<file path="config.mk">
export PLATFORM = sky130hd
export DESIGN_NAME = can_msg_buffers
export DESIGN_NICKNAME = d
export VERILOG_FILES = /design/src/rtl/can_buf_pkg.sv /design/src/rtl/can_buf_links.sv /design/src/rtl/rx_two_stage.sv /design/src/rtl/tx_select.sv /design/src/rtl/can_msg_buffers.sv
export SDC_FILE = /design/constraint.sdc
export NUM_CORES = 1
export LEC_CHECK = 0
export BUFFER_PORTS_ARGS = -buffer_cell sky130_fd_sc_hd__buf_2
export CAP_MARGIN = 20
export CORE_UTILIZATION = 50
export CTS_BUF_LIST = sky130_fd_sc_hd__clkbuf_4
export CTS_CLUSTER_DIAMETER = 200
export DETAILED_ROUTE_END_ITERATION = 12
export GPL_TIMING_DRIVEN = 1
export PLACE_DENSITY = 0.69
export SLEW_MARGIN = 0
export SYNTH_ARGS = -nofsm -noshare
export SYNTH_HDL_FRONTEND = slang
export SYNTH_SLANG_ARGS = --single-unit
</file>
<file path="constraint.sdc">
create_clock -name core_clk -period 28.3 [get_ports core_clk]
set_input_delay 2.83 -clock core_clk [delete_from_list [all_inputs] [get_ports core_clk]]
set_output_delay 2.83 -clock core_clk [all_outputs]
set_load 0.02 [all_outputs]
</file>
<file path="src/rtl/can_buf_pkg.sv">
// Shared constants, types and helpers of the CAN message buffer block
package can_buf_pkg;
  localparam int BUF_BYTES = 13;
  localparam int TX_BUFS   = 3;
  localparam int LOCAL_PRIORITY_FIELD_W    = 8;
  localparam int ADDR_W    = 8;
  localparam int IDX_W     = 4;
  localparam int SEL_W     = 2;
  localparam int WORD_LSB  = 2;
  localparam logic [ADDR_W-1:0] OFS_RX_BUF    = 8'h00;
  localparam logic [ADDR_W-1:0] OFS_RX_FLAG   = 8'h10;
  localparam logic [ADDR_W-1:0] OFS_TX_FLAG   = 8'h14;
  localparam logic [ADDR_W-1:0] OFS_TX_CTRL   = 8'h18;
  localparam logic [ADDR_W-1:0] OFS_MODE      = 8'h1C;
  localparam logic [ADDR_W-1:0] OFS_TX_LOCAL_PRIORITY_FIELD   = 8'h20;
  localparam logic [ADDR_W-1:0] LOCAL_PRIORITY_FIELD_STRIDE   = 8'h04;
  localparam logic [ADDR_W-1:0] OFS_TX_BUF    = 8'h40;
  localparam logic [ADDR_W-1:0] TX_BUF_STRIDE = 8'h10;
  localparam int RX_FULL_BIT   = 0;
  localparam int OVR_BIT       = 1;
  localparam int EMPTY_LSB     = 0;
  localparam int ABORT_ACK_LSB = 4;
  localparam int ABORT_REQ_LSB = 0;
  localparam int TXIE_LSB  = 4;
  localparam int LOOP_BIT  = 0;
  localparam int RXIE_BIT  = 1;
  localparam int OVRIE_BIT = 2;
  localparam logic [TX_BUFS-1:0] EMPTY_RESET = 3'h7;
  localparam logic [LOCAL_PRIORITY_FIELD_W-1:0]  LOCAL_PRIORITY_FIELD_RESET = 8'h00;
  typedef logic [BUF_BYTES-1:0][7:0] frame_t;
  typedef logic [TX_BUFS-1:0]        txmask_t;
  typedef logic [TX_BUFS-1:0][LOCAL_PRIORITY_FIELD_W-1:0] local_priority_field_set_t;
  typedef enum logic [1:0] {BUS_IDLE = 2'b01, BUS_ACK = 2'b10} bus_state_t;

  // Bytes past the end of a buffer read as zero
  function automatic logic [31:0] word_of(input frame_t f, input logic [1:0] w);
    logic [31:0] r;
    int          k;
    r = 32'h0;
    for (int l = 0; l < 4; l++) begin
      k = 4 * int'(w) + l;
      if (k < BUF_BYTES) r[8*l +: 8] = f[k];
    end
    return r;
  endfunction : word_of
endpackage : can_buf_pkg

</file>
<file path="src/rtl/can_buf_links.sv">
// Internal links between the buffer top and its receive and scheduling parts
`timescale 1ns/1ps
interface rx_link_if;
  import can_buf_pkg::*;
  logic             wr;
  logic [IDX_W-1:0] idx;
  logic [7:0]       data;
  logic             eof_ok;
  logic             id_match;
  logic             own;
  logic             full_clr;
  logic             full;
  logic             hold;
  logic             ovr_evt;
  frame_t           fg;
  modport core  (output wr, idx, data, eof_ok, id_match, own, full_clr,
                 input full, hold, ovr_evt, fg);
  modport store (input wr, idx, data, eof_ok, id_match, own, full_clr,
                 output full, hold, ovr_evt, fg);
endinterface : rx_link_if

interface tx_link_if;
  import can_buf_pkg::*;
  txmask_t          pending;
  local_priority_field_set_t        local_priority_field;
  logic             arb;
  logic [SEL_W-1:0] sel;
  logic             sel_ok;
  modport core  (output pending, local_priority_field, arb, input sel, sel_ok);
  modport sched (input pending, local_priority_field, arb, output sel, sel_ok);
endinterface : tx_link_if

</file>
<file path="src/rtl/rx_two_stage.sv">
// Two-stage receive store: background capture buffer and foreground CPU buffer
`timescale 1ns/1ps
module rx_two_stage (
  input wire logic core_clk,
  input wire logic rst_n,
  rx_link_if.store L
);
  import can_buf_pkg::*;

  typedef struct packed {
    frame_t bg;
    frame_t fg;
    logic   full;
    logic   hold;
    logic   ovr_evt;
  } rx_state_t;

  rx_state_t st;
  rx_state_t next_st;
  logic      accept;

  assign accept = L.eof_ok && L.id_match && !L.own;

  always_comb begin
    next_st = st;
    next_st.ovr_evt = 1'b0;
    // A held frame locks the background buffer, so later frames are dropped
    if (L.wr && !st.hold && L.idx < IDX_W'(BUF_BYTES)) begin
      next_st.bg[L.idx] = L.data;
    end
    if (accept) begin
      if (!st.full) begin
        next_st.fg   = st.bg;
        next_st.full = 1'b1;
      end else if (!st.hold) begin
        next_st.hold = 1'b1;
      end else begin
        next_st.ovr_evt = 1'b1;
      end
    end else if (L.full_clr && st.full) begin
      // Clear is refused while a second frame waits; it moves up instead
      if (st.hold) begin
        next_st.fg   = st.bg;
        next_st.hold = 1'b0;
      end else begin
        next_st.full = 1'b0;
      end
    end
  end

  always_ff @(posedge core_clk or negedge rst_n) begin
    if (!rst_n) begin
      st <= '0;
    end else begin
      st <= next_st;
    end
  end

  assign L.full    = st.full;
  assign L.hold    = st.hold;
  assign L.ovr_evt = st.ovr_evt;
  assign L.fg      = st.fg;

  property p_copy;
    @(posedge core_clk) disable iff (!rst_n)
      accept && !st.full |=> st.full && st.fg == $past(st.bg);
  endproperty
  a_copy: assert property (p_copy) else $error("accepted frame not copied");

  property p_ovr;
    @(posedge core_clk) disable iff (!rst_n)
      accept && st.full && st.hold |=> st.ovr_evt && $stable(st.fg) ##1 !st.ovr_evt;
  endproperty
  a_ovr: assert property (p_ovr) else $error("overrun not flagged");

  property p_own;
    @(posedge core_clk) disable iff (!rst_n)
      L.eof_ok && L.own |=> $stable(st.fg) && $stable(st.full);
  endproperty
  a_own: assert property (p_own) else $error("own frame reached foreground");

  property p_clr;
    @(posedge core_clk) disable iff (!rst_n)
      L.full_clr && st.full && st.hold && !accept |=> st.full && !st.hold;
  endproperty
  a_clr: assert property (p_clr) else $error("refused clear mishandled");
endmodule : rx_two_stage

</file>
<file path="src/rtl/tx_select.sv">
// Picks the pending transmit buffer with the lowest priority value
`timescale 1ns/1ps
module tx_select (
  input wire logic  core_clk,
  input wire logic  rst_n,
  tx_link_if.sched L
);
  import can_buf_pkg::*;

  typedef struct packed {
    logic [SEL_W-1:0] sel;
    logic             ok;
  } sel_state_t;

  sel_state_t st;
  sel_state_t next_st;

  // Strict compare: equal priorities go to the lower buffer number
  function automatic logic [SEL_W-1:0] pick(input txmask_t p, input local_priority_field_set_t pr);
    logic [SEL_W-1:0] b;
    logic             found;
    b     = '0;
    found = 1'b0;
    for (int i = 0; i < TX_BUFS; i++) begin
      if (p[i] && (!found || pr[i] < pr[b])) begin
        b     = SEL_W'(i);
        found = 1'b1;
      end
    end
    return b;
  endfunction : pick

  always_comb begin
    next_st = st;
    if (L.arb) begin
      next_st.sel = pick(L.pending, L.local_priority_field);
      next_st.ok  = |L.pending;
    end
  end

  always_ff @(posedge core_clk or negedge rst_n) begin
    if (!rst_n) begin
      st <= '0;
    end else begin
      st <= next_st;
    end
  end

  assign L.sel    = st.sel;
  assign L.sel_ok = st.ok;

  property p_sel;
    @(posedge core_clk) disable iff (!rst_n)
      L.arb |=> L.sel_ok == |$past(L.pending);
  endproperty
  a_sel: assert property (p_sel) else $error("selection not refreshed");
endmodule : tx_select

</file>
<file path="src/rtl/can_msg_buffers.sv">
// Message storage of a CAN controller: receive FIFO, transmit buffers, registers
//
// Overview of operation
// - Received frames pass a two-stage FIFO; only the foreground buffer is visible.
// - Each receive buffer stores 13 bytes of control, identifier and data.
// - rx_full_flag is set while the foreground holds an accepted good frame.
// - Incoming bytes go to the background buffer while the filter decides.
// - Accepted frame with flag clear is copied forward, flag set, interrupt raised.
// - Background buffer takes the next frame right away, filter or not.
// - Own transmitted frames only reach the background buffer; no acknowledge.
// - Loop-back treats own frames like any other received frame.
// - After lost arbitration the winning frame is received normally.
// - Accepted frame with both buffers full is dropped and overrun flagged.
// - With both buffers full, transmission continues and incoming frames drop.
// - Three transmit buffers, each with an 8-bit local priority register.
// - Successful send sets tx_empty_flag and raises the transmit interrupt.
// - The pending buffer with the smallest priority value goes first.
// - Buffer selection repeats at every arbitration, also after errors.
// - Abort of a buffer not on the bus sets ack and empty flags.
// - abort_ack_flag ends at 1 when aborted, at 0 when sent instead.
// - Flags clear by writing one; a clear is ignored while its cause stays.
// - can_tx_pin is low for dominant and high for recessive.
// - Receive interrupt follows the end of frame of an accepted frame.
//
// Implementation choices: the address map and register access over Avalon-MM.
`timescale 1ns/1ps
module can_msg_buffers (
  input  wire logic                         core_clk,
  input  wire logic                         rst_n,
  input  wire logic [can_buf_pkg::ADDR_W-1:0] address,
  input  wire logic                         read,
  input  wire logic                         write,
  input  wire logic [31:0]                  writedata,
  input  wire logic [3:0]                   byteenable,
  output logic      [31:0]                  readdata,
  output logic                              waitrequest,
  input  wire logic                         can_rx_pin,
  output logic                              can_tx_pin,
  output logic                              rx_level,
  input  wire logic                         tx_dominant,
  input  wire logic                         rx_wr,
  input  wire logic [can_buf_pkg::IDX_W-1:0] rx_idx,
  input  wire logic [7:0]                   rx_byte,
  input  wire logic                         rx_eof_ok,
  input  wire logic                         rx_id_match,
  input  wire logic                         tx_active,
  output logic                              ack_enable,
  input  wire logic                         arb_req,
  output logic      [can_buf_pkg::SEL_W-1:0] tx_sel,
  output logic                              tx_sel_valid,
  input  wire logic [can_buf_pkg::IDX_W-1:0] tx_rd_idx,
  output logic      [7:0]                   tx_rd_byte,
  input  wire logic                         tx_ok,
  output logic                              rx_irq,
  output logic                              tx_irq,
  output logic                              err_irq
);
  import can_buf_pkg::*;

  typedef struct packed {
    bus_state_t                     bus;
    logic [31:0]                    rdata;
    logic [TX_BUFS-1:0][BUF_BYTES-1:0][7:0] txb;
    local_priority_field_set_t                      local_priority_field;
    txmask_t                        empty;
    txmask_t                        abort_req;
    txmask_t                        abort_ack;
    txmask_t                        txie;
    logic                           loop;
    logic                           rxie;
    logic                           ovrie;
    logic                           ovr;
    logic                           txpin;
    logic                           rxs0;
    logic                           rxs1;
    logic [7:0]                     txbyte;
  } top_state_t;

  top_state_t       st;
  top_state_t       next_st;
  logic [1:0]       rst_pipe;
  logic             rst_sync_n;
  logic             wr_go;
  logic             tb_hit;
  logic             pr_hit;
  logic [ADDR_W-1:0] tb_off;
  logic [ADDR_W-1:0] pr_off;
  logic [SEL_W-1:0] tb;
  logic [SEL_W-1:0] pi;
  logic [1:0]       wsel;
  logic [31:0]      rd_word;
  logic             rx_clr;
  logic             ovr_clr;
  txmask_t          empty_clr;
  txmask_t          abt_wr;
  txmask_t          onbus;
  txmask_t          ok_set;
  txmask_t          grant;
  txmask_t          empty_set;
  int               k;

  rx_link_if rl ();
  tx_link_if tl ();

  // Reset is asserted at once but released only after two clean edges
  always_ff @(posedge core_clk or negedge rst_n) begin
    if (!rst_n) begin
      rst_pipe <= 2'b00;
    end else begin
      rst_pipe <= {rst_pipe[0], 1'b1};
    end
  end
  assign rst_sync_n = rst_pipe[1];

  assign rl.wr       = rx_wr;
  assign rl.idx      = rx_idx;
  assign rl.data     = rx_byte;
  assign rl.eof_ok   = rx_eof_ok;
  assign rl.id_match = rx_id_match;
  assign rl.own      = tx_active && !st.loop;
  assign rl.full_clr = rx_clr;

  assign tl.pending = ~st.empty;
  assign tl.local_priority_field    = st.local_priority_field;
  assign tl.arb     = arb_req;

  rx_two_stage u_rx (
    .core_clk (core_clk),
    .rst_n    (rst_sync_n),
    .L        (rl.store)
  );

  tx_select u_sel (
    .core_clk (core_clk),
    .rst_n    (rst_sync_n),
    .L        (tl.sched)
  );

  always_comb begin
    next_st = st;
    k       = 0;
    tb_off  = address - OFS_TX_BUF;
    pr_off  = address - OFS_TX_LOCAL_PRIORITY_FIELD;
    tb_hit  = address >= OFS_TX_BUF && tb_off < ADDR_W'(TX_BUFS) * TX_BUF_STRIDE;
    pr_hit  = address >= OFS_TX_LOCAL_PRIORITY_FIELD && pr_off < ADDR_W'(TX_BUFS) * LOCAL_PRIORITY_FIELD_STRIDE;
    tb      = SEL_W'(tb_off / TX_BUF_STRIDE);
    pi      = SEL_W'(pr_off / LOCAL_PRIORITY_FIELD_STRIDE);
    wsel    = address[WORD_LSB +: 2];
    wr_go   = write && st.bus == BUS_ACK;

    // One wait state: the answer is prepared while waitrequest is high
    case (st.bus)
      BUS_IDLE: begin
        if (read || write) next_st.bus = BUS_ACK;
      end
      BUS_ACK: next_st.bus = BUS_IDLE;
      default: next_st.bus = BUS_IDLE;
    endcase

    rd_word = 32'h0;
    if (address < OFS_RX_FLAG) begin
      rd_word = word_of(rl.fg, wsel);
    end else if (address == OFS_RX_FLAG) begin
      rd_word[RX_FULL_BIT] = rl.full;
      rd_word[OVR_BIT]     = st.ovr;
    end else if (address == OFS_TX_FLAG) begin
      rd_word[EMPTY_LSB +: TX_BUFS]     = st.empty;
      rd_word[ABORT_ACK_LSB +: TX_BUFS] = st.abort_ack;
    end else if (address == OFS_TX_CTRL) begin
      rd_word[ABORT_REQ_LSB +: TX_BUFS] = st.abort_req;
      rd_word[TXIE_LSB +: TX_BUFS]  = st.txie;
    end else if (address == OFS_MODE) begin
      rd_word[LOOP_BIT]  = st.loop;
      rd_word[RXIE_BIT]  = st.rxie;
      rd_word[OVRIE_BIT] = st.ovrie;
    end else if (tb_hit) begin
      rd_word = word_of(st.txb[tb], wsel);
    end else if (pr_hit) begin
      rd_word[LOCAL_PRIORITY_FIELD_W-1:0] = st.local_priority_field[pi];
    end
    if (read && st.bus == BUS_IDLE) next_st.rdata = rd_word;

    rx_clr    = 1'b0;
    ovr_clr   = 1'b0;
    empty_clr = '0;
    abt_wr    = '0;
    if (wr_go && byteenable[0]) begin
      case (address)
        OFS_RX_FLAG: begin
          rx_clr  = writedata[RX_FULL_BIT];
          ovr_clr = writedata[OVR_BIT];
        end
        OFS_TX_FLAG: empty_clr = writedata[EMPTY_LSB +: TX_BUFS];
        OFS_TX_CTRL: begin
          abt_wr       = writedata[ABORT_REQ_LSB +: TX_BUFS];
          next_st.txie = writedata[TXIE_LSB +: TX_BUFS];
        end
        OFS_MODE: begin
          next_st.loop  = writedata[LOOP_BIT];
          next_st.rxie  = writedata[RXIE_BIT];
          next_st.ovrie = writedata[OVRIE_BIT];
        end
        default: ;
      endcase
      if (pr_hit) next_st.local_priority_field[pi] = writedata[LOCAL_PRIORITY_FIELD_W-1:0];
    end
    if (wr_go && tb_hit) begin
      for (int l = 0; l < 4; l++) begin
        k = 4 * int'(wsel) + l;
        if (k < BUF_BYTES && byteenable[l]) next_st.txb[tb][k] = writedata[8*l +: 8];
      end
    end

    // The buffer on the bus cannot be aborted meanwhile, though its bytes can still be written
    onbus  = '0;
    ok_set = '0;
    if (tx_active && tl.sel_ok) onbus[tl.sel] = 1'b1;
    if (tx_ok && tl.sel_ok) ok_set[tl.sel] = 1'b1;
    grant     = st.abort_req & ~st.empty & ~onbus;
    empty_set = ok_set | grant;
    // Hardware set wins over a software clear in the same cycle
    next_st.empty     = (st.empty & ~empty_clr) | empty_set;
    next_st.abort_ack = (st.abort_ack & ~empty_clr & ~ok_set) | grant;
    next_st.abort_req = (st.abort_req | (abt_wr & ~st.empty)) & ~empty_set;
    next_st.ovr       = (st.ovr & ~ovr_clr) | rl.ovr_evt;

    next_st.txbyte = 8'h00;
    if (tx_rd_idx < IDX_W'(BUF_BYTES)) next_st.txbyte = st.txb[tl.sel][tx_rd_idx];
    next_st.txpin = !tx_dominant;
    next_st.rxs0  = can_rx_pin;
    next_st.rxs1  = st.rxs0;
  end

  always_ff @(posedge core_clk or negedge rst_sync_n) begin
    if (!rst_sync_n) begin
      st       <= '0;
      st.bus   <= BUS_IDLE;
      st.empty <= EMPTY_RESET;
      st.local_priority_field  <= {TX_BUFS{LOCAL_PRIORITY_FIELD_RESET}};
      st.txpin <= 1'b1;
      st.rxs0  <= 1'b1;
      st.rxs1  <= 1'b1;
    end else begin
      st <= next_st;
    end
  end

  assign waitrequest  = (read || write) && st.bus != BUS_ACK;
  assign readdata     = st.rdata;
  assign can_tx_pin   = st.txpin;
  assign rx_level     = st.rxs1;
  assign ack_enable   = !rl.own;
  assign tx_sel       = tl.sel;
  assign tx_sel_valid = tl.sel_ok;
  assign tx_rd_byte   = st.txbyte;
  assign rx_irq       = rl.full && st.rxie;
  assign tx_irq       = |(st.empty & st.txie);
  assign err_irq      = st.ovr && st.ovrie;

  property p_empty_ok;
    @(posedge core_clk) disable iff (!rst_sync_n)
      tx_ok && tl.sel_ok |=> st.empty[$past(tl.sel)] && !st.abort_ack[$past(tl.sel)];
  endproperty
  a_empty_ok: assert property (p_empty_ok) else $error("sent buffer not released");

  property p_no_abort_onbus;
    @(posedge core_clk) disable iff (!rst_sync_n)
      tx_active && tl.sel_ok && !tx_ok && !st.empty[tl.sel] |=> !st.empty[$past(tl.sel)];
  endproperty
  a_no_abort_onbus: assert property (p_no_abort_onbus) else $error("frame on bus freed");

  property p_grant;
    @(posedge core_clk) disable iff (!rst_sync_n)
      st.abort_req[0] && !st.empty[0] && !onbus[0]
        |=> st.empty[0] && st.abort_ack[0] && !st.abort_req[0];
  endproperty
  a_grant: assert property (p_grant) else $error("abort not granted");

  property p_req_drop;
    @(posedge core_clk) disable iff (!rst_sync_n)
      $rose(st.empty[1]) |-> !st.abort_req[1];
  endproperty
  a_req_drop: assert property (p_req_drop) else $error("abort request left pending");

  property p_pin;
    @(posedge core_clk) disable iff (!rst_sync_n)
      tx_dominant ##1 tx_dominant |=> !can_tx_pin;
  endproperty
  a_pin: assert property (p_pin) else $error("dominant not driven low");

  property p_rx_irq;
    @(posedge core_clk) disable iff (!rst_sync_n)
      rx_eof_ok && rx_id_match && !rl.own && !rl.full && st.rxie |=> rx_irq;
  endproperty
  a_rx_irq: assert property (p_rx_irq) else $error("receive interrupt late");

  property p_ovr_flag;
    @(posedge core_clk) disable iff (!rst_sync_n)
      rl.ovr_evt |=> st.ovr;
  endproperty
  a_ovr_flag: assert property (p_ovr_flag) else $error("overrun flag lost");
endmodule : can_msg_buffers

</file>
* Yosys cells after proc, flatten, opt, wreduce, memory -nomap -nowiden
Index checks and enable logic that the tools add are counted.
** Word-level totals
- Output and inout bits :: 50
- Bits of input ports :: 72
- Bits in registers :: 613
** Operators by class
- Order comparisons :: 32
- Eq/ne operators :: 11
- Reductions and logical operators :: 50
- Bitwise operators :: 20
- Muxes and demuxes :: 122
- Add/sub/neg operators :: 5
** Operators with widths (count)
- 312-bit 2-to-1 mux :: 7
- 312-bit bitwise mux :: 4
- 104-bit demux with 2-bit select :: 4
- 104-bit 2-to-1 mux :: 7
- 104-bit binary-select mux with 2-bit select :: 2
- 8-bit 2-to-1 mux :: 35
- 8-bit binary-select mux with 4-bit select :: 7
- 106-bit 2-to-1 mux :: 2
- 8-bit demux with 4-bit select :: 4
- 105-bit 2-to-1 mux :: 1
- 104-bit bitwise mux :: 1
- 8-bit binary-select mux with 2-bit select :: 5
- 25-bit 2-to-1 mux :: 2
- 3-bit 2-to-1 mux :: 11
- 8-bit demux with 2-bit select :: 2
- 8-bit by 5-bit equality test with 1-bit output, second input constant :: 4
- 32-bit 2-to-1 mux :: 1
- 1-bit logical AND :: 31
- 30-bit 2-to-1 mux :: 1
- 29-bit 2-to-1 mux :: 1
- 3-bit AND :: 8
- 24-bit bitwise mux :: 1
- 24-bit 2-to-1 mux :: 1
- 8-bit less-than comparator :: 2
- other kinds (35) :: 96

* Depth between registers and ports, before layout
- Depth in word-level cells :: 17
- Gate-level depth with buffers :: 13
- Depth with buffers taken out :: 13

* Modules after synthesis
Synthesis repeated with hierarchy kept, for this count alone.
** Unflattened totals
- Cells, all modules :: 2469
- Area total of the unflattened synthesis :: 31121.1 µm²
** By module, submodules not included
- can_msg_buffers :: cells an instance 1922, area an instance 22521.6 µm², times used 1
- rx_two_stage :: cells an instance 471, area an instance 8000.2 µm², times used 1
- tx_select :: cells an instance 76, area an instance 599.3 µm², times used 1

* Least setup slack after synthesis
Ideal clock, no wire load.
- Path kind :: input -> output
- From :: input port write
- To :: output port waitrequest
- Arrival time :: 3204 ps
- Stages on the path :: 2
- Required time :: 25470 ps
- Path slack :: 22266 ps
- Cell sequence :: nor2_1 > a21oi_1
** On the way
- Longest elaborated chain between the ends :: 2
** RTL lines
- start, declared :: RTL line can_msg_buffers.sv:32 : input wire logic write,
- 1-bit logical OR :: RTL line can_msg_buffers.sv:248 : assign waitrequest = (read || write) && st.bus != BUS_ACK;
- 1-bit logical AND :: RTL line can_msg_buffers.sv:248
- end, declared :: RTL line can_msg_buffers.sv:36 : output logic waitrequest,
No other way between the ends.

* Final worst setup path
- From :: input port read
- To :: output port waitrequest
** On the way
- Longest elaborated chain between the ends :: 2
** RTL lines
- start, declared :: RTL line can_msg_buffers.sv:31 : input wire logic read,
- 1-bit logical OR :: RTL line can_msg_buffers.sv:248
- 1-bit logical AND :: RTL line can_msg_buffers.sv:248
No other way between the ends.

==> qor.yml <==
setup_tns_ps: 0
yosysTopAreaCellShare_pct: 49.5
worst_path_max_delay_cell: "buf_2"
totalWireLength_mm: 91.9
ys_seq_elements: 613
leakagePower_nw: 16.3
worst_slew_pin_slew_ps: 1110
postLayoutCellArea_um2: 33700
ir_drop_v: 0.0000554
grt_first_pass_wirelength_mm: 138
synth_edf_count: 0
synthCells: 2394
postCtsSetupBuffers: 0
wl_met2_mm: 42.4
fin_cells: 3419
grt_max_degree: 202
synth_async_sr_flop_share_pct: 100
synth.area.top_cells: "dfrtp_1 49%, mux2_2 23%, mux2i_1 3.2%"
run_status: "complete, no violations"
cts-root-buf: "clkbuf_4"
crit_chain: "buf_2 > nor2_1 > a21oi_1 > buf_2"
hold_buffers: 0
rsz0062_at_grt: "no"
top_layer: "met5"
start_kind: "input port"
start_util_pct: 50.7
fp.dieH_um: 250
worstSetupEndpointType: "output pin"
cpMostUsedCell: "buf_2"
core_um2: 60500
yosysSeqAreaShare_pct: 50.1
cts_inserted_buffers: 164
ctsResizeCount: 0
htreeDepth: 4
num_rows: 90
period_share_pct: 21.5
portBuffers: 121
fmax_ghz: 0.164
fin_nets: 2597
crit_fanout: 3
drcViolationCount: 0
yosysTopAreaCell: "dfrtp_1"
synth_nets: 2481
cts_tree: "yes"
met3_length_mm: 8.60
drt_iter0_markers: 2324
dr.pass1.iters: 8
worstPathArrival_ps: 3270
met1_length_mm: 38.1
powerDensity_nw_per_um2: 62.5
yosys_warnings: 0
place_area_um2: 31500
syn_to_final_growth_pct: 10.1
hold_viol: 0
synth_area_per_cell_um2: 12.8
fin_ws_ps: 22200
hold_class: "reg -> async"
synth_top_flop_cell: "dfrtp_1"
maxCapViolCount: 0
slowest_delay_ps: 180
setup.worst_path.class: "in -> out"
grt_usage_pct: 29.5
period_minus_slack_ps: 6100
wl_per_cell_um: 26.9
placed_cells: 3122
clock_latency_ps: 1000
post-place-ws_ps: 21510
viasPerCell: 6.46
setup_viol: 0
die_width_um: 250
numClockSinks: 613
ant_nets: 0
power_mw: 2.11
slew_violations: 0
syn-cell-area_um2: 30600
dieArea_um2: 62300
grt_pass1_vias: 22088
cp.required_ps: 25470
path_clk_slew_ps: 60
num_vias: 22103
place_congestion: 0.931
clk_path_buf_depth: 3
grt-ovfl-total: 0
synthDistinctLibCells: 73
io_pins: 122
drive_gt1_share_pct: 42.0
fin_skew_ps: 78.6
place_hpwl_mm: 59.4
slew_headroom_pct: 25.6
antenna_found_initial: 6
==> state kept, by name, indices dropped and copies added (netlist names) <==
| register | count |
|---|---|
| rst_pipe | 2 |
| can_tx_pin | 1 |
| u_rx.L.fg | 104 |
| readdata | 32 |
| u_rx.L.hold | 1 |
| u_rx.L.full | 1 |
| tx_rd_byte | 8 |
| st | 354 |
| rx_level | 1 |
| u_rx.st | 104 |
| u_sel.L.sel_ok | 1 |
| next_st | 1 |
| u_sel.L.sel | 2 |
| u_rx.L.ovr_evt | 1 |
==> stage by stage <==
step           hold WS (ps)  util (%)
2_1_floorplan           331         -
4_1_cts                 351      55.7
3_3_place_gp            335      52.1
6_report                340      55.8
3_5_place_dp            339      52.1
5_1_grt                 355      55.8
==> synth_stat cells (8+ instances only) <==
cell type	number
o2bb2ai_1	35
clkbuf_1	105
o21ai_0	57
o221ai_1	8
nor2b_1	16
buf_1	20
inv_1	33
a22oi_1	63
a221o_1	32
nor3_1	13
ha_1	15
buf_4	41
buf_2	33
a2111oi_0	8
mux2i_1	98
a211oi_1	14
o32ai_1	22
nor2_1	80
a21oi_1	60
nand2_1	67
nand4_1	11
mux4_2	19
a221oi_1	82
dfrtp_1	606
nand3_1	32
mux2_2	637
mux2_1	60
==> cells in the final DEF, fill, tap and decap left out, types with 5 or more instances in the layout <==
cell and count:
buf_2 118, a211oi_1 14, a21o_1 6, buf_4 34, o2bb2ai_1 35, a21oi_1 60
mux2i_1 98, mux2_1 60, nand2b_1 7, mux4_2 19, a31oi_1 7, nor2_1 79
dfstp_2 7, nor2b_1 13, o31ai_1 6, a221oi_1 82, mux2_2 637, nor3_1 13
and2_1 6, o32ai_1 22, ha_1 15, nand4_1 11, o221ai_1 8, inv_6 5
nand3_1 32, clkinv_1 29, inv_1 32, and3_1 6, o21ai_0 57, a221o_1 32
nand2_1 67, clkbuf_4 248, a2111oi_0 8, dfrtp_1 603, a22oi_1 63
==> where the power goes <==
part | switching [mW] | total, mW | internal, mW
logic | 0.199 | 0.307 | 0.108
clock network | 0.380 | 0.815 | 0.435
registers | 0.0486 | 0.986 | 0.937
==> final timing paths <==
kind / start / end / slack, ps / depth (start not counted)
min in group core_clk: rst_pipe[0]$_DFF_PN0_ / rst_pipe[1]$_DFF_PN0_ / 350 / 0
min: rst_pipe[1]$_DFF_PN0_ / st[35]$_DFFE_PN0P_ / 340 / 0
max reg2reg: u_sel.L.sel[0]$_DFFE_PN0P_ / tx_rd_byte[4]$_DFF_PN0_ / 23960 / 8
min reg2reg: rst_pipe[1]$_DFF_PN0_ / st[35]$_DFFE_PN0P_ / 340 / 0
max: read / waitrequest / 22200 / 4
max in group asynchronous: rst_pipe[1]$_DFF_PN0_ / st[109]$_DFFE_PN0P_ / 25700 / 2
==> critical path: cells and delay by family <==
kind | cells | cell delay, ps
buffers and inverters | 2 | 280
AO/OA/AOI/OAI | 1 | 110
AND/OR/NAND/NOR | 1 | 40
==> cell families (layout without fill, tap and decap cells) <==
kind of cell	Yosys count	after routing	synth area share (%)
DFF	613	613	50.1
muxes	814	814	30.2
adders and majority gates	15	15	0.613
buffers and inverters	241	480	3.76
AOI/OAI and AO/OA	445	445	11.0
and+or+nand+nor	264	264	4.25
other	1	5	0.0122
xor gates and xnor gates	1	1	0.0286
==> metal layers <==
layer	vias up	GRT usage, %
met2	1117	44.7
met1	11416	39.8
li1	9379	-
met3	183	8.54
met4	8	11.9
met5	-	0
==> layout make-up <==
class,instances,area (um2)
Antenna cell,4,10.0
Clock buffer,247,1850
Clock inverter,42,302
Fill cell,5073,26700
Inverter,35,131
Multi-Input combinational cell,1540,14200
Sequential cell,613,15400
Tap cell,782,978
Timing Repair Buffer,156,928
(Power assumes the default switching activity.)
